**src/stop1_pkg.sv**
```systemverilog
// constants for the stop 1 entry/exit sequencer
// assumes a single 10 MHz clock with synchronous reset
`default_nettype none
package stop1_pkg;
  localparam int unsigned CLK_PERIOD_NS = 100;
  localparam logic [2:0] MODE_SEL_STOP1 = 3'h1;
  localparam int unsigned LINES = 8;
  // oscillator restart times in ns
  localparam int unsigned MULTI_OSC_WAKE_NS = 1200;
  localparam int unsigned HSI_WAKE_NS = 1500;
  // regulator low-power wakeup and flash wakeup in ns
  localparam int unsigned REG_WAKE_NS = 900;
  localparam int unsigned FLASH_WAKE_NS = 700;
  // least times round up to whole cycles
  localparam int unsigned MULTI_OSC_WAKE_CYC =
    (MULTI_OSC_WAKE_NS + CLK_PERIOD_NS - 1) / CLK_PERIOD_NS;
  localparam int unsigned HSI_WAKE_CYC = (HSI_WAKE_NS + CLK_PERIOD_NS - 1) / CLK_PERIOD_NS;
  localparam int unsigned REGFL_WAKE_CYC =
    (REG_WAKE_NS + FLASH_WAKE_NS + CLK_PERIOD_NS - 1) / CLK_PERIOD_NS;
  localparam int unsigned CNT_W = 8;
  localparam logic [CNT_W-1:0] CNT_RST = 8'h00;
  typedef enum logic [1:0] {ENTRY_WAIT_INT, ENTRY_WAIT_EVT, ENTRY_EXIT} entry_kind_t;
endpackage : stop1_pkg
`default_nettype wire

```
**src/stop1_wake_timer.sv**
```systemverilog
// wakeup latency counter: longer of oscillator restart and regulator plus flash
// assumes load is a one-cycle pulse on the sequencer clock
`default_nettype none
module stop1_wake_timer (
  input wire logic sys_clk,
  input wire logic srst,
  input wire logic clk_en,
  input wire logic load,
  input wire logic osc_sel_hsi,
  output logic done
);
  typedef struct packed {
    logic [stop1_pkg::CNT_W-1:0] cnt;
    logic busy;
    logic done;
  } tmr_state_t;
  tmr_state_t st_r;
  tmr_state_t st_nxt;

  function automatic logic [stop1_pkg::CNT_W-1:0] latency(input logic hsi);
    int unsigned osc;
    int unsigned lat;
    osc = hsi ? stop1_pkg::HSI_WAKE_CYC : stop1_pkg::MULTI_OSC_WAKE_CYC;
    lat = (osc > stop1_pkg::REGFL_WAKE_CYC) ? osc : stop1_pkg::REGFL_WAKE_CYC;
    return lat[stop1_pkg::CNT_W-1:0];
  endfunction : latency

  always_comb begin
    st_nxt = st_r;
    st_nxt.done = 1'b0;
    if (load) begin
      st_nxt.cnt = latency(osc_sel_hsi);
      st_nxt.busy = 1'b1;
    end else if (st_r.busy) begin
      if (st_r.cnt == 8'h01) begin
        st_nxt.busy = 1'b0;
        st_nxt.done = 1'b1;
        st_nxt.cnt = stop1_pkg::CNT_RST;
      end else begin
        st_nxt.cnt = st_r.cnt - 8'h01;
      end
    end
  end

  always_ff @(posedge sys_clk) begin
    if (srst) begin
      st_r <= '0;
    end else if (clk_en) begin
      st_r <= st_nxt;
    end
  end

  assign done = st_r.done;
endmodule : stop1_wake_timer
`default_nettype wire

```
**src/stop1_seq.sv**
```systemverilog
// stop 1 low-power entry and exit sequencer
// assumes core request pulses and controls come from logic on sys_clk;
// wake lines come from pins and are synchronised here
//
// Overview of operation
// - wait instruction with deep sleep, nothing pending, mode 001 enters stop 1
// - handler return with deep sleep, sleep-after-handler, none pending, mode 001 enters
// - any set line pending or peripheral wake flag makes entry ignored
// - wait-interrupt or handler-return entry wakes on enabled interrupt-mode line
// - wait-event entry with pending-as-event clear wakes only on event-mode line
// - wait-event entry with pending-as-event set wakes on any interrupt-mode line
// - wake latency is longer of oscillator restart and regulator plus flash
`default_nettype none
module stop1_seq (
  input wire logic sys_clk,
  input wire logic srst,
  input wire logic clk_en,
  input wire logic wait_interrupt_instr,
  input wire logic wait_event_instr,
  input wire logic handler_return,
  input wire logic deep_sleep_select,
  input wire logic sleep_after_handler,
  input wire logic [2:0] low_power_mode_select,
  input wire logic pending_as_wake_event,
  input wire logic wake_osc_hsi,
  input wire logic [stop1_pkg::LINES-1:0] line_pending_reg1,
  input wire logic periph_wake_flags,
  input wire logic irq_pending,
  input wire logic [stop1_pkg::LINES-1:0] wake_line,
  input wire logic [stop1_pkg::LINES-1:0] line_irq_mode,
  input wire logic [stop1_pkg::LINES-1:0] line_evt_mode,
  input wire logic [stop1_pkg::LINES-1:0] vector_enable,
  output logic in_stop1,
  output logic core_clk_en,
  output logic entry_ignored,
  output logic wake_done,
  output logic service_irq
);
  typedef enum logic [1:0] {ST_RUN, ST_STOP, ST_WAKE} seq_state_t;
  typedef struct packed {
    seq_state_t fsm;
    stop1_pkg::entry_kind_t kind;
    logic sev;
    logic [stop1_pkg::LINES-1:0] sync1;
    logic [stop1_pkg::LINES-1:0] sync2;
    logic irq_wake;
    logic load;
    logic in_stop1;
    logic core_clk_en;
    logic entry_ignored;
    logic wake_done;
    logic service_irq;
  } seq_t;
  seq_t st_r;
  seq_t st_nxt;
  logic tmr_done;

  function automatic logic mode_ok(input logic dsel, input logic [2:0] mode);
    return dsel && (mode == stop1_pkg::MODE_SEL_STOP1);
  endfunction : mode_ok

  logic any_flag;
  logic wfx_req;
  logic ret_req;
  wire logic [stop1_pkg::LINES-1:0] irq_en_hit;
  wire logic [stop1_pkg::LINES-1:0] irq_any_hit;
  wire logic [stop1_pkg::LINES-1:0] evt_hit;
  logic wake_now;

  // per-line wake qualification
  for (genvar g = 0; g < stop1_pkg::LINES; g++) begin : g_line
    assign irq_any_hit[g] = st_r.sync2[g] && line_irq_mode[g];
    assign irq_en_hit[g] = irq_any_hit[g] && vector_enable[g];
    assign evt_hit[g] = st_r.sync2[g] && line_evt_mode[g];
  end : g_line

  always_comb begin
    any_flag = (|line_pending_reg1) || periph_wake_flags || irq_pending;
    wfx_req = (wait_interrupt_instr || wait_event_instr) &&
              mode_ok(deep_sleep_select, low_power_mode_select);
    ret_req = handler_return && sleep_after_handler &&
              mode_ok(deep_sleep_select, low_power_mode_select);
    case (st_r.kind)
      stop1_pkg::ENTRY_WAIT_EVT: wake_now = st_r.sev ? (|irq_any_hit) : (|evt_hit);
      default: wake_now = |irq_en_hit;
    endcase
  end

  always_comb begin
    st_nxt = st_r;
    st_nxt.sync1 = wake_line;
    st_nxt.sync2 = st_r.sync1;
    st_nxt.load = 1'b0;
    st_nxt.entry_ignored = 1'b0;
    st_nxt.wake_done = 1'b0;
    st_nxt.service_irq = 1'b0;
    case (st_r.fsm)
      ST_RUN: begin
        if ((wfx_req || ret_req) && any_flag) begin
          st_nxt.entry_ignored = 1'b1;
        end else if (wfx_req || ret_req) begin
          st_nxt.fsm = ST_STOP;
          st_nxt.in_stop1 = 1'b1;
          st_nxt.core_clk_en = 1'b0;
          st_nxt.sev = pending_as_wake_event;
          if (ret_req && !wfx_req) begin
            st_nxt.kind = stop1_pkg::ENTRY_EXIT;
          end else if (wait_event_instr && !wait_interrupt_instr) begin
            st_nxt.kind = stop1_pkg::ENTRY_WAIT_EVT;
          end else begin
            st_nxt.kind = stop1_pkg::ENTRY_WAIT_INT;
          end
        end
      end
      ST_STOP: begin
        if (wake_now) begin
          st_nxt.fsm = ST_WAKE;
          st_nxt.load = 1'b1;
          st_nxt.irq_wake = |irq_en_hit;
        end
      end
      ST_WAKE: begin
        if (tmr_done) begin
          st_nxt.fsm = ST_RUN;
          st_nxt.in_stop1 = 1'b0;
          st_nxt.core_clk_en = 1'b1;
          st_nxt.wake_done = 1'b1;
          st_nxt.service_irq = st_r.irq_wake;
        end
      end
      default: st_nxt.fsm = ST_RUN;
    endcase
  end

  always_ff @(posedge sys_clk) begin
    if (srst) begin
      st_r <= '0;
      st_r.fsm <= ST_RUN;
      st_r.kind <= stop1_pkg::ENTRY_WAIT_INT;
      st_r.core_clk_en <= 1'b1;
    end else if (clk_en) begin
      st_r <= st_nxt;
    end
  end

  stop1_wake_timer u_timer (
    .sys_clk(sys_clk),
    .srst(srst),
    .clk_en(clk_en),
    .load(st_r.load),
    .osc_sel_hsi(wake_osc_hsi),
    .done(tmr_done)
  );

  assign in_stop1 = st_r.in_stop1;
  assign core_clk_en = st_r.core_clk_en;
  assign entry_ignored = st_r.entry_ignored;
  assign wake_done = st_r.wake_done;
  assign service_irq = st_r.service_irq;
endmodule : stop1_seq
`default_nettype wire

```
**config.mk**
```make
export PLATFORM = sky130hd
export DESIGN_NAME = stop1_seq
export DESIGN_NICKNAME = d
export VERILOG_FILES = /design/src/stop1_pkg.sv /design/src/stop1_wake_timer.sv /design/src/stop1_seq.sv
export SDC_FILE = /design/constraint.sdc
export NUM_CORES = 1
export LEC_CHECK = 0
export BUFFER_PORTS_ARGS = -buffer_cell sky130_fd_sc_hd__buf_4
export CORE_MARGIN = 3
export CORE_UTILIZATION = 50
export DETAILED_ROUTE_END_ITERATION = 10
export GPL_TIMING_DRIVEN = 0
export PLACE_DENSITY = 0.75
export SLEW_MARGIN = 20
export SYNTH_ARGS = -nofsm -noshare
export SYNTH_HDL_FRONTEND = slang
export SYNTH_SLANG_ARGS = --single-unit
```
**constraint.sdc**
```tcl
create_clock -name sys_clk -period 1.9 [get_ports sys_clk]
set_input_delay 0.285 -clock sys_clk [delete_from_list [all_inputs] [get_ports sys_clk]]
set_output_delay 0.285 -clock sys_clk [all_outputs]
set_load 0.005 [all_outputs]
```
Word-level counts from Yosys, hierarchy flattened
Index checks and enable logic that the tools add are counted.
- add/subtract/negate cells: 1
- reductions and logical operators: 49
- magnitude comparators: 1
- bitwise gates (word level): 1
- multiplexer cells: 26
- equal/unequal tests: 9
- operators by type and width (operator ; number):
    $gt 32x5->1 const B ; 1
    $reduce_or 8->1 ; 4
    $logic_and 1x1->1 ; 31
    $mux 2 ; 10
    $mux 8 ; 2
    $mux 10 ; 1
    $mux 5 ; 2
    $reduce_and 5->1 ; 2
    $mux 9 ; 1
    $eq 8x1->1 const B ; 1
    $mux 1 ; 8
    $sub 8x1->8 const B ; 1
    $ne 2x2->1 const B ; 3
    $pmux 2 s3 ; 1
    $eq 2x1->1 const B ; 2
    $logic_or 1x1->1 ; 4
    $pmux 2 s2 ; 1
    $reduce_and 4->1 ; 1
    $reduce_bool 2->1 ; 2
    $eq 3x1->1 const B ; 1
    $reduce_and 3->1 ; 1
    $eq 2x2->1 const B ; 1
    $logic_not 1->1 ; 2
    $logic_not 2->1 ; 1
    other kinds (3) ; 3
- output and inout bits: 5
- input port bits: 55
- register bits after elaboration: 38

Depth between registers and ports, before layout
Gate-level depths: netlist of run 1.
- depth after elaboration: 9
- depth in mapped cells: 6

Cells and area by module
A second synthesis of run 1 with hierarchy kept.
- cell total of the unflattened synthesis: 206
- area, all modules: 1799.2 um^2
- modules (own cells, without submodules) (module ; cells each ; instances ; area each (um^2)):
    stop1_seq ; 138 ; 1 ; 1251.2
    stop1_wake_timer ; 68 ; 1 ; 548.0

Least setup slack after synthesis of run 1
Ideal clock, no wire load.
- path type: input to register
- start point: input port low_power_mode_select[2]
- end point: register st_r[24] in the netlist's numbering
- arrival time: 1.638 ns
- library setup time: 0.067 ns
- stages on the path: 6
- buffers on the path: 1
- slack: 0.195 ns
- cell sequence: nand4bb_1 -> a211o_1 -> or3_1 -> buf_6 -> or3b_1 -> a21oi_2
- word-level cells in the longest chain between the ends: 7
- elaborated cells on any way between the ends: 11
- those cells by class: eq/ne: 1; mux: 1; bitwise: 1; reduce/logical: 8
- ends and longest elaborated chain (what ; line ; text):
    from (decl) ; stop1_seq.sv:23 ; input wire logic [2:0] low_power_mode_select,
    $eq 3x1->1 * ; stop1_seq.sv:59 ; return dsel && (mode == stop1_pkg::MODE_SEL_STOP1);
    $logic_and 1x1->1 * ; stop1_seq.sv:59 ;
    $logic_and 1x1->1 (on tied branches) ; stop1_seq.sv:79, stop1_seq.sv:81 ;
    $logic_or 1x1->1 ; stop1_seq.sv:99, stop1_seq.sv:101 ;
    $logic_and 1x1->1 ; stop1_seq.sv:99 ; if ((wfx_req || ret_req) && any_flag) begin
    $not 1->1 (no line) ; n/a ;
    $reduce_and 4->1 (no line) ; n/a ;
    to (signal assigned) ; stop1_seq.sv:142 ; st_r <= st_nxt;
    to (decl) ; stop1_seq.sv:54 ; seq_t st_r;
Mark *: on every way between the ends. The rest lies on a longest branch, timed or not.
A chain may end at the register's enable or synchronous reset.

Final worst setup path of run 1
- start point: register st_r[27] in the netlist's numbering
- end point: register st_r[24] in the netlist's numbering
- word-level cells in the longest chain between the ends: 2
- ends and longest elaborated chain (what ; line ; text):
    $logic_not 2->1 ; stop1_seq.sv:97 ; case (st_r.fsm)
    $reduce_and 4->1 (no line) ; n/a ;
Every way passes these cells.

==> impl_results.md, run 1 <==
* Status: finished clean
* Most frequent cells in the layout: 56 x sky130_fd_sc_hd__buf_4, 41 x sky130_fd_sc_hd__nor2_1, 38 x sky130_fd_sc_hd__dfxtp_1
* Detailed-placement wirelength estimate at 3290 um
* Category of the worst setup path launch point: flip-flop
* Slew at the pin closest to its max-slew limit at between 0.7 and 0.8 ns
* Unrepaired setup endpoints after global routing: no
* DIE WIDTH at about 66 um
* Final hold violation count at 0
* Buffers inserted by post-CTS timing repair at 0
* Clock transition time at the flip-flop clock pins of the worst setup and hold paths at roughly 0.12 ns
* First-pass iteration count of the detailed router at 4
* Post-route cell area at ~0.0024 mm^2
* Layout area overhead at 32.6%
* Most used flip-flop cell after synthesis: sky130_fd_sc_hd__dfxtp_1
* Synthesis Warnings at 0
* Class of the tightest hold or removal check: in2reg
* Number of flops mapped to enable cells by yosys at 0
* Die area at 0.00434 mm^2
* Fin nets at 328
* Sink count of the clock tree at 38
* Total number of vias at between 1500 and 2000
* Number of hold-repair buffers added at the cts stage at 0
* Diode insertion count for antenna repair at 0
* Final setup violating endpoints at 0
* Clk_skew at ~0.020 ns
* Highest clock frequency the design can meet at between 500 and 600 MHz
* Final Critical Period at about 1.7 ns
* Num CTS Buffers at 5
* Most common cell after layout, fill and taps aside: sky130_fd_sc_hd__buf_4
* H-tree depth at 2
* Kind of critical path: reg2reg
* # Max-Cap Violations at 0
* Remaining max-slew budget at the tightest pin at 0.529
* Fraction of registers with async set or reset after synthesis at 0
* Total Power Consumption at between 1.5 and 2 mW
* Total routed wirelength at ~4200 um
* Pin count of the biggest net entering global routing at 14
* Synth Cell Area at about 0.0018 mm^2
* Cell Area, Placed at about 0.0023 mm^2
* Cell count after synthesis at around 210
* Core Area at about 0.0034 mm^2
* Maximum buffer depth of the clock tree at 2
* Vias in the first global route at 1639
* Total gr overflow at 0
* Standard-cell rows at 21
* Vias/cell at about 5.4
* Total power divided by cell area at between 700 and 800 mW/mm^2
* Mean routed wirelength per cell at roughly 13 um
* Worst setup margin at between 0.15 and 0.2 ns
* Initial Utilization at 0.529
* Reported leakage power at 1.03 nW
* Peak fanout along the critical path at 7
* Net Count, Synth at about 270
* CTS resizes at 0
* Critical path arrival at about 2.0 ns
* Flip-flop and latch count after synthesis at 38
* Library cell used as clock root buffer: sky130_fd_sc_hd__clkbuf_4
* CTS tree: built
* Share of final-layout standard cells stronger than drive strength 1 at 0.272
* I/O Pins at 60
* First-pass GRT wire length at ~7100 um
* Worst endpoint required time at 2.17 ns
* Sequential cell area fraction in the yosys report at 0.424
* Gr usage total at 0.213
* Initial antenna violation count at 0
* CP endpoint kind: flip-flop
* Fin Hold WS at roughly 0.17 ns
* Number of buffer cells added on primary ports at 56
* DRC Markers at 0
* Detailed Route Iter0 Violations at between 100 and 150
* Final RePlAce weighted congestion at between 0.8 and 0.9
* Unique cell type count in the Yosys netlist at between 40 and 50
* Worst-skew pair later-pin latency at 0.35 ns
* Final worst path period share at 0.903
* Worst slack at placement at -0.00785 ns
* Mean instance size in the synthesized netlist at approximately 8.6 um^2
* Maximum vdd ir drop at about 0.00043 V
* Final Slew Violations at 0
* Remaining antenna violation count after routing at 0
* Die height at between 60 and 70 um
[worst max-delay path: stages, from the launching register on]
cell and delay, ns:
sky130_fd_sc_hd__dfxtp_1 0.37, sky130_fd_sc_hd__a211o_1 0.30, sky130_fd_sc_hd__or3_1 0.32, sky130_fd_sc_hd__buf_6 0.15, sky130_fd_sc_hd__or3b_1 0.37, sky130_fd_sc_hd__a21oi_2 0.13
[cell families (layout without fill, tap and decap cells)]
family / count (synthesis) / count (layout) / share of synthesized area
AND/OR/NAND/NOR: 85 / 85 / 0.234
AO/OA/AOI/OAI: 42 / 42 / 0.158
flip-flops: 38 / 38 / 0.424
multiplexers: 19 / 19 / 0.107
buffers and inverters: 18 / 82 / 0.0433
XOR/XNOR: 4 / 4 / 0.0195
adder cells (fa/ha/maj): 2 / 2 / 0.0140
[Yosys cell counts (2+ instances only)]
library cell	count	share of area
sky130_fd_sc_hd__o21ai_1	2	0.0056
sky130_fd_sc_hd__nand3_1	12	0.033
sky130_fd_sc_hd__nor4_1	2	0.0070
sky130_fd_sc_hd__mux2i_1	18	0.10
sky130_fd_sc_hd__inv_1	7	0.015
sky130_fd_sc_hd__nand2b_1	4	0.014
sky130_fd_sc_hd__nor4_2	2	0.014
sky130_fd_sc_hd__nor3_1	2	0.0056
sky130_fd_sc_hd__o22ai_1	2	0.0070
sky130_fd_sc_hd__a211o_1	2	0.0098
sky130_fd_sc_hd__o21ai_0	4	0.011
sky130_fd_sc_hd__buf_2	2	0.0056
sky130_fd_sc_hd__nand4_1	3	0.010
sky130_fd_sc_hd__nand2_1	10	0.021
sky130_fd_sc_hd__nor2_1	41	0.086
sky130_fd_sc_hd__a21o_1	2	0.0084
sky130_fd_sc_hd__a222oi_1	2	0.011
sky130_fd_sc_hd__buf_1	2	0.0042
sky130_fd_sc_hd__a22oi_1	7	0.029
sky130_fd_sc_hd__dfxtp_1	38	0.42
sky130_fd_sc_hd__a21oi_1	12	0.033
sky130_fd_sc_hd__xnor2_1	3	0.015
sky130_fd_sc_hd__clkbuf_1	5	0.010
sky130_fd_sc_hd__ha_1	2	0.014
[flip-flops by register name (all words and copies together) (netlist names)]
signal	flops
st_r	15
u_timer.st_r	9
st_nxt	8
core_clk_en	1
entry_ignored	1
in_stop1	1
service_irq	1
u_timer.done	1
wake_done	1
[through the flow]
stage	setup TNS (ns)	cells	util
final	0	318	0.701
after global routing	0	318	0.701
after CTS	0	318	0.701
after detailed placement	-0.00785	310	0.670
after global placement	-0.000280	310	0.670
after floorplan	0	208	-
[power by group]
group          switching, mW  internal, mW  leakage [nW]  total [mW]
sequential            0.0120         0.813         0.308       0.825
clock                  0.278         0.412        0.0554       0.690
combinational         0.0734         0.102         0.663       0.176
total                  0.363          1.33          1.03        1.69
[per-layer routing]
| metal | global-route usage | vias to the layer above | wire, um |
|---|---|---|---|
| met5 | 0 | - | 0 |
| met4 | 0.0648 | 0 | 42 |
| met3 | 0.0731 | 4 | 284 |
| met2 | 0.355 | 53 | 1970 |
| met1 | 0.255 | 789 | 1910 |
| li1 | - | 869 | - |
[final cells by class]
| type | instances | area (um^2) |
|---|---|---|
| Buffer | 10 | 47.5 |
| Clock buffer | 5 | 37.5 |
| Clock inverter | 3 | 68.8 |
| Fill cell | 282 | 1010 |
| Inverter | 8 | 30.0 |
| Multi-Input combinational cell | 152 | 955 |
| Sequential cell | 38 | 761 |
| Tap cell | 46 | 57.6 |
| Timing Repair Buffer | 56 | 420 |
[worst paths after layout]
check	startpoint	to	slack [ns]	cells after the start
worst max-delay path	st_r[27]	st_r[24]	0.18	5
worst min-delay path	wake_line[3]	st_nxt[10]	0.17	3
worst max register to register	st_r[27]	st_r[24]	0.18	5
worst min register to register	in_stop1	in_stop1	0.46	2
Power figures use the tool's default switching activity.
==> run 2: changes to the inputs <==
--- a/config.mk
+++ b/config.mk
@@ -5,12 +5,14 @@
 export SDC_FILE = /design/constraint.sdc
 export NUM_CORES = 1
 export LEC_CHECK = 0
+export ABC_AREA = 1
 export BUFFER_PORTS_ARGS = -buffer_cell sky130_fd_sc_hd__buf_4
 export CORE_MARGIN = 3
-export CORE_UTILIZATION = 50
+export CORE_UTILIZATION = 51
 export DETAILED_ROUTE_END_ITERATION = 10
 export GPL_TIMING_DRIVEN = 0
 export PLACE_DENSITY = 0.75
+export SETUP_SLACK_MARGIN = 0.3
 export SLEW_MARGIN = 20
 export SYNTH_ARGS = -nofsm -noshare
 export SYNTH_HDL_FRONTEND = slang
==> impl_results.md, run 2 <==
* Status: finished clean (unchanged)
* Number of flops mapped to enable cells by yosys at 0 (unchanged)
* I/O Pins at 60 (unchanged)
* Worst endpoint required time at 2.09 ns (was 2.17 ns)
* Max FFs per register at 15 (unchanged)
* Final setup violating endpoints at 0 (unchanged)
* Die area at 0.00473 mm^2 (was 0.00434 mm^2)
* Final Critical Period at 1.26 ns (was 1.72 ns)
* Total met3 wirelength after detailed routing at 336 um (was 284 um)
* Vias/cell at 4.90 (was 5.39)
* Cell Area, Placed at 0.00250 mm^2 (was 0.00227 mm^2)
* First-pass iteration count of the detailed router at 4 (unchanged)
* DRC Markers at 0 (unchanged)
* Worst setup path end: u_timer.st_r[6] (was st_r[24])
* Peak fanout along the critical path at 4 (was 7)
* Unique cell type count in the Yosys netlist at 30 (was 46)
* Sum of met2 wire segment lengths after detailed routing at 2230 um (was 1970 um)
* Worst-skew pair later-pin latency at 0.30 ns (was 0.35 ns)
* Gr usage total at 0.211 (was 0.213)
* Launching instance or port of the critical path: u_timer.st_r[2] (was st_r[27])
* Num CTS Buffers at 5 (unchanged)
* Final RePlAce weighted congestion at 0.763 (was 0.829)
* Remaining max-slew budget at the tightest pin at 0.685 (was 0.529)
* Fin Hold WS at 0.204 ns (was 0.171 ns)
* Detailed Route Iter0 Violations at 82 (was 119)
* Detailed-placement wirelength estimate at 3560 um (was 3290 um)
* First-pass GRT wire length at 7380 um (was 7140 um)
* Fraction of registers with async set or reset after synthesis at 0 (unchanged)
* Total of fill cells in the finished design at 354 (was 282)
* # Max-Cap Violations at 0 (unchanged)
* Highest clock frequency the design can meet at 793 MHz (was 583 MHz)
* Sink count of the clock tree at 38 (unchanged)
* Final standard cell count with taps included and fillers excluded at 406 (was 318)
* Dominant cell by count in the synthesized netlist: sky130_fd_sc_hd__nand2_1 (was sky130_fd_sc_hd__nor2_1)
* Reported leakage power at 1.26 nW (was 1.03 nW)
* Diode insertion count for antenna repair at 0 (unchanged)
* Layout area overhead at 29.7% (was 32.6%)
* Total power divided by cell area at 683 mW/mm^2 (was 711 mW/mm^2)
* Library cell with the largest summed area after synthesis: sky130_fd_sc_hd__dfxtp_1 (unchanged)
* Cell types occupying the most area after synthesis: sky130_fd_sc_hd__dfxtp_1 38%, sky130_fd_sc_hd__nand2_1 11%, sky130_fd_sc_hd__nor2_1 10% (was sky130_fd_sc_hd__dfxtp_1 42%, sky130_fd_sc_hd__mux2i_1 10%, sky130_fd_sc_hd__nor2_1 8.6%)
* Net Count, Synth at 350 (was 265)
* Critical path arrival at 1.45 ns (was 1.99 ns)
* Sequential cell area fraction in the yosys report at 0.379 (was 0.424)
* DIE WIDTH at 68.8 um (was 65.9 um)
* Post-synth top cells: 59 x sky130_fd_sc_hd__nand2_1, 56 x sky130_fd_sc_hd__nor2_1, 38 x sky130_fd_sc_hd__dfxtp_1, 28 x sky130_fd_sc_hd__inv_1, 19 x sky130_fd_sc_hd__o21ai_0 (was 41 x sky130_fd_sc_hd__nor2_1, 38 x sky130_fd_sc_hd__dfxtp_1, 18 x sky130_fd_sc_hd__mux2i_1, 12 x sky130_fd_sc_hd__a21oi_1, 12 x sky130_fd_sc_hd__nand3_1)
* Mean routed wirelength per cell at 11.2 um (was 13.2 um)
* H-tree depth at 2 (unchanged)
* CTS tree: built (unchanged)
* Top routing layer in use: met4 (unchanged)
* Proportion of netlist area held by the largest area contributor at 0.379 (was 0.424)
* Synth Cell Area at 0.00201 mm^2 (was 0.00179 mm^2)
* Remaining antenna violation count after routing at 0 (unchanged)
* Cell count after synthesis at 293 (was 208)
* Library cell used as clock root buffer: sky130_fd_sc_hd__clkbuf_8 (was sky130_fd_sc_hd__clkbuf_4)
* # placed instances at 398 (was 310)
* Flip-flop and latch count after synthesis at 38 (unchanged)
* Final design utilization at 0.701 (about the same)
* Pin count of the biggest net entering global routing at 13 (was 14)
* Initial Utilization at 0.541 (was 0.529)
* R2R Path End: u_timer.st_r[6] (was st_r[24])
* Synthesis Warnings at 0 (unchanged)
* Total number of vias at 1989 (was 1715)
* Maximum buffer depth of the clock tree at 2 (unchanged)
* Vias in the first global route at 1730 (was 1639)
* Slew at the pin closest to its max-slew limit at 0.473 ns (was 0.707 ns)
* Category of the worst setup path launch point: flip-flop (unchanged)
* Die height at 68.8 um (was 65.9 um)
* Mean instance size in the synthesized netlist at 6.86 um^2 (was 8.62 um^2)
* Final hold violation count at 0 (unchanged)
* CP endpoint kind: flip-flop (unchanged)
* Clk_skew at 0.0116 ns (was 0.0203 ns)
* Post-route cell area at 0.00261 mm^2 (was 0.00238 mm^2)
* Number of hold-repair buffers added at the cts stage at 0 (unchanged)
* Number of buffer cells added on primary ports at 57 (was 56)
* Total gr overflow at 0 (unchanged)
* Standard-cell rows at 22 (was 21)
* Initial antenna violation count at 0 (unchanged)
* Core Area at 0.00372 mm^2 (was 0.00339 mm^2)
* Final Slew Violations at 0 (unchanged)
* Depth of the most critical reg-to-reg path at 6 (was 5)
* Fin nets at 414 (was 328)
* Unrepaired setup endpoints after global routing: no (unchanged)
* Total routed wirelength at 4540 um (was 4200 um)
* Share of final-layout standard cells stronger than drive strength 1 at 0.302 (was 0.272)
* Maximum vdd ir drop at 0.000427 V (was 0.000426 V)
* Startpoint of the lowest-slack register-to-register path: u_timer.st_r[2] (was st_r[27])
* Largest reg by FF count: st_r (unchanged)
* CTS resizes at 0 (unchanged)
* Most common cell after layout, fill and taps aside: sky130_fd_sc_hd__nand2_1 (was sky130_fd_sc_hd__buf_4)
* Most used flip-flop cell after synthesis: sky130_fd_sc_hd__dfxtp_1 (unchanged)
* Met1 layer wirelength in the final routing at 1920 um (was 1910 um)
* Setup TNS after final layout at 0 ns (unchanged)
* Reg-to-reg setup timing slack at 0.64 ns (was 0.18 ns)
* Class of the tightest hold or removal check: in2reg (unchanged)
* Final worst path period share at 0.664 (was 0.903)
* Kind of critical path: reg2reg (unchanged)
* Buffers inserted by post-CTS timing repair at 0 (unchanged)
* Most frequent cells in the layout: 59 x sky130_fd_sc_hd__nand2_1, 57 x sky130_fd_sc_hd__buf_4, 56 x sky130_fd_sc_hd__nor2_1 (was 56 x sky130_fd_sc_hd__buf_4, 41 x sky130_fd_sc_hd__nor2_1, 38 x sky130_fd_sc_hd__dfxtp_1)
* Clock transition time at the flip-flop clock pins of the worst setup and hold paths at 0.08 ns (was 0.12 ns)
[run 2: cell types whose count changed after synthesis, sizes merged, moves of 7 or more]
cell   before  now
nand2      10   68
mux2i      18    0
o21ai       6   24
a22oi       7    0
nand3      12   22
nor2       41   65
inv         8   36
[run 2: cell families after synthesis]
group | share of synthesized area
flops | 0.379
simple gates | 0.394
compound gates | 0.112
fa+ha+maj | 0.0125
buf+inv | 0.0903
xor+xnor | 0.0131
[run 2: critical path, stage by stage (launching register included)]
cell and delay (ns):
sky130_fd_sc_hd__dfxtp_1 0.34, sky130_fd_sc_hd__inv_1 0.09, sky130_fd_sc_hd__ha_1 0.21, sky130_fd_sc_hd__nand3_1 0.12, sky130_fd_sc_hd__xor2_1 0.15, sky130_fd_sc_hd__a31oi_1 0.17
sky130_fd_sc_hd__nor2_1 0.05
[run 2: power by group]
part	total (mW)	internal (mW)	switching, mW	leakage (nW)
clock network	0.684	0.386	0.298	0.0579
registers	0.848	0.826	0.0217	0.310
logic	0.248	0.126	0.121	0.891
total	1.78	1.34	0.441	1.26
[run 2: worst min path at each step]
stage	slack (ns)	cells past startpoint	startpoint	to
final	0.20	3	wake_line[6]	st_nxt[13]
after CTS	0.20	3	wake_line[6]	st_nxt[13]
after global placement	0.43	2	core_clk_en	core_clk_en
after detailed placement	0.44	2	core_clk_en	core_clk_en
after global routing	0.20	3	wake_line[1]	st_nxt[8]
after floorplan	0.39	2	srst	core_clk_en
[run 2: layer usage]
layer	vias to the layer above	global-route usage
li1	1055	-
met1	876	0.250
met2	53	0.365
met3	5	0.0681
met4	0	0.0584
met5	-	0
[run 2: final cells by class]
class | count | area [um^2] | share of cell area
Multi-Input combinational cell | 210 | 1070 | 0.410
Clock buffer | 5 | 68.8 | 0.0264
Inverter | 37 | 140 | 0.0538
Tap cell | 48 | 60.1 | 0.0230
Clock inverter | 3 | 40.0 | 0.0154
Sequential cell | 38 | 761 | 0.292
Timing Repair Buffer | 57 | 428 | 0.164
Buffer | 8 | 41.3 | 0.0158
[run 2: metrics by stage]
step / worst slack, ns / power [mW]
after floorplan: 0.767 / 0.989
after global placement: 0.599 / 1.11
after detailed placement: 0.595 / 1.11
after CTS: 0.644 / 1.79
after global routing: 0.493 / 1.85
final: 0.639 / 1.78
==> run 3: changes to the inputs <==
--- a/config.mk
+++ b/config.mk
@@ -5,10 +5,10 @@
 export SDC_FILE = /design/constraint.sdc
 export NUM_CORES = 1
 export LEC_CHECK = 0
-export ABC_AREA = 1
+export ABC_AREA = 0
 export BUFFER_PORTS_ARGS = -buffer_cell sky130_fd_sc_hd__buf_4
 export CORE_MARGIN = 3
-export CORE_UTILIZATION = 51
+export CORE_UTILIZATION = 50
 export DETAILED_ROUTE_END_ITERATION = 10
 export GPL_TIMING_DRIVEN = 0
 export PLACE_DENSITY = 0.75
==> constraint.sdc (replaced) <==
create_clock -name sys_clk -period 1.2 [get_ports sys_clk]
set_input_delay 0.18 -clock sys_clk [delete_from_list [all_inputs] [get_ports sys_clk]]
set_output_delay 0.18 -clock sys_clk [all_outputs]
set_load 0.005 [all_outputs]
==> impl_results.md, run 3 (synthesis gave the netlist of run 1 again) <==
* Startpoint of the lowest-slack register-to-register path: st_r[27] (was u_timer.st_r[2])
* Detailed-placement wirelength estimate at 3350 um (was 3560 um)
* Total routed wirelength at 5160 um (was 4540 um)
* Final hold violation count at 0 (unchanged)
* Vias in the first global route at 1696 (was 1730)
* Final Critical Period at 1.66 ns (was 1.26 ns)
* Failing checks: negative setup slack
* Final Slew Violations at 0 (unchanged)
* Logic gate share of total power at 0.133 (was 0.139)
* Unrepaired setup endpoints after global routing: yes (was no)
* Maximum buffer depth of the clock tree at 2 (unchanged)
* Die area at 0.00434 mm^2 (was 0.00473 mm^2)
* Total power divided by cell area at 848 mW/mm^2 (was 683 mW/mm^2)
* Die height at 65.9 um (was 68.8 um)
* Diode insertion count for antenna repair at 0 (unchanged)
* Final worst path period share at 1.38 (was 0.664)
* Net switching fraction of the power at 0.243 (was 0.248)
* Number of hold-repair buffers added at the cts stage at 0 (unchanged)
* Number of buffer cells added on primary ports at 56 (was 57)
* Peak fanout along the critical path at 2 (was 4)
* Total met3 wirelength after detailed routing at 384 um (was 336 um)
* DRC Markers at 0 (unchanged)
* I/O Pins at 60 (unchanged)
* Reg-to-reg setup timing slack at -0.46 ns (was 0.64 ns)
* Layout area overhead at 51.0% (was 29.7%)
* Kind of critical path: reg2reg (unchanged)
* Portion of total power attributed to sequential cells at 0.566 (was 0.476)
* Pin count of the biggest net entering global routing at 12 (was 13)
* First-pass iteration count of the detailed router at 5 (was 4)
* First-pass GRT wire length at 7780 um (was 7380 um)
* Initial Utilization at 0.529 (was 0.541)
* Most frequent cells in the layout: 70 x sky130_fd_sc_hd__buf_4, 36 x sky130_fd_sc_hd__nor2_1, 23 x sky130_fd_sc_hd__dfxtp_1 (was 59 x sky130_fd_sc_hd__nand2_1, 57 x sky130_fd_sc_hd__buf_4, 56 x sky130_fd_sc_hd__nor2_1)
* Top routing layer in use: met4 (unchanged)
* Hold Crit Endpoint: st_nxt[10] (was st_nxt[13])
* R2R Path End: st_r[24] (was u_timer.st_r[6])
* Highest clock frequency the design can meet at 603 MHz (was 793 MHz)
* Class of the tightest hold or removal check: in2reg (unchanged)
* Status: finished, violations left (was finished clean)
* Slew at the pin closest to its max-slew limit at 0.511 ns (was 0.473 ns)
* Worst endpoint required time at 1.46 ns (was 2.09 ns)
* Total number of vias at 1851 (was 1989)
* Mean routed wirelength per cell at 15.3 um (was 11.2 um)
* Gr usage total at 0.231 (was 0.211)
* CP endpoint kind: flip-flop (unchanged)
* Vias/cell at 5.49 (was 4.90)
* DIE WIDTH at 65.9 um (was 68.8 um)
* Worst setup margin at -0.458 ns (was 0.639 ns)
* Startpoint of the most critical hold path: wake_line[3] (was wake_line[6])
* Worst-skew pair later-pin latency at 0.33 ns (was 0.30 ns)
* Cell depth of the worst min-delay path at 3 (unchanged)
* Clk_skew at 0.0145 ns (was 0.0116 ns)
* Num CTS Buffers at 5 (unchanged)
* Final RePlAce weighted congestion at 0.792 (was 0.763)
* Fin Hold WS at 0.0867 ns (was 0.204 ns)
* Share of final-layout standard cells stronger than drive strength 1 at 0.478 (was 0.302)
* Fin nets at 347 (was 414)
* Sink count of the clock tree at 38 (unchanged)
* Setup TNS after final layout at -3.38 ns (was 0 ns)
* Largest reg by FF count: st_r (unchanged)
* Max FFs per register at 15 (unchanged)
* Most common cell after layout, fill and taps aside: sky130_fd_sc_hd__buf_4 (was sky130_fd_sc_hd__nand2_1)
* Core Area at 0.00339 mm^2 (was 0.00372 mm^2)
* Clock share of power at 0.301 (was 0.384)
* Int Pwr at 1.74 mW (was 1.34 mW)
* # Max-Cap Violations at 0 (unchanged)
* Critical path arrival at 1.92 ns (was 1.45 ns)
* H-tree depth at 2 (unchanged)
* Maximum vdd ir drop at 0.000648 V (was 0.000427 V)
* Net switching power of the design at 0.557 mW (was 0.441 mW)
* Initial antenna violation count at 0 (unchanged)
* Depth of the most critical reg-to-reg path at 5 (was 6)
* Total gr overflow at 0 (unchanged)
* CTS tree: built (unchanged)
* Total of fill cells in the finished design at 251 (was 354)
* Clock transition time at the flip-flop clock pins of the worst setup and hold paths at 0.12 ns (was 0.08 ns)
* Reported leakage power at 1.18 nW (was 1.26 nW)
* Remaining max-slew budget at the tightest pin at 0.659 (was 0.685)
* Sum of met2 wire segment lengths after detailed routing at 2610 um (was 2230 um)
* Total Power Consumption at 2.30 mW (was 1.78 mW)
* Category of the worst setup path launch point: flip-flop (unchanged)
* Detailed Route Iter0 Violations at 125 (was 82)
* Standard-cell rows at 21 (was 22)
* Final setup violating endpoints at 17 (was 0)
* Library cell used as clock root buffer: sky130_fd_sc_hd__clkbuf_4 (was sky130_fd_sc_hd__clkbuf_8)
* Remaining antenna violation count after routing at 0 (unchanged)
* Met1 layer wirelength in the final routing at 2080 um (was 1920 um)
[run 3: cell count changes in the layout (fill, tap and decap cells not counted), moves of 8 or more]
cell / previous run / this run
sky130_fd_sc_hd__dfxtp_2: 0 / 13
sky130_fd_sc_hd__inv_1: 28 / 5
sky130_fd_sc_hd__buf_6: 1 / 9
sky130_fd_sc_hd__nand2_1: 59 / 8
sky130_fd_sc_hd__nor2_1: 56 / 36
sky130_fd_sc_hd__o21ai_0: 19 / 0
sky130_fd_sc_hd__buf_4: 57 / 70
sky130_fd_sc_hd__dfxtp_1: 38 / 23
sky130_fd_sc_hd__mux2i_1: 0 / 18
[run 3: stage by stage]
| step | util | area (um^2) | setup WS (ns) | instances |
|---|---|---|---|---|
| floorplan | - | 1870 | -0.399 | 208 |
| global placement | 0.694 | 2350 | -0.593 | 310 |
| detailed placement | 0.694 | 2350 | -0.603 | 310 |
| CTS | 0.755 | 2560 | -0.440 | 326 |
| global route | 0.799 | 2710 | -0.492 | 337 |
| finish | 0.799 | 2710 | -0.458 | 337 |
[run 3: power by group through the flow]
stage	registers, mW	clock network, mW	logic, mW
final	1.30	0.692	0.305
after global routing	1.30	0.756	0.334
after CTS	1.30	0.701	0.295
after detailed placement	1.33	0	0.286
after global placement	1.33	0	0.280
after floorplan	1.33	0	0.123
[run 3: worst max-delay path by stage]
stage | startpoint | end | slack (ns)
floorplan | low_power_mode_select[2] | st_r[24] | -0.40
global placement | low_power_mode_select[2] | st_r[24] | -0.59
detailed placement | low_power_mode_select[2] | st_r[24] | -0.60
CTS | st_r[27] | st_r[24] | -0.44
global route | st_r[27] | st_r[24] | -0.49
finish | st_r[27] | st_r[24] | -0.46
[run 3: critical path: stages (launching register included)]
cell	delay, ns
sky130_fd_sc_hd__dfxtp_2	0.35
sky130_fd_sc_hd__a211o_1	0.26
sky130_fd_sc_hd__or3_1	0.33
sky130_fd_sc_hd__buf_6	0.13
sky130_fd_sc_hd__or3b_1	0.39
sky130_fd_sc_hd__a21oi_2	0.13
[run 3: cell type report]
class,count,area (um^2),area share
Buffer,10,73.8,0.0273
Sequential cell,38,785,0.290
Clock inverter,1,5.00,0.00185
Inverter,8,35.0,0.0129
Multi-Input combinational cell,152,1110,0.409
Timing Repair Buffer,75,589,0.218
Tap cell,46,57.6,0.0213
Clock buffer,7,55.1,0.0203
[run 3: layer usage]
| layer | GRT usage | vias to the layer above |
|---|---|---|
| met5 | 0 | - |
| met4 | 0.0622 | 0 |
| met3 | 0.0561 | 10 |
| met2 | 0.385 | 77 |
| met1 | 0.294 | 858 |
| li1 | - | 906 |
[run 3: repair_timing]
item                       in CTS  in global routing
pin swaps                      12                  9
resized for setup              28                 19
hold endpoints to repair        0                  0
buffers inserted                8                 11
setup endpoints to repair      27                 27
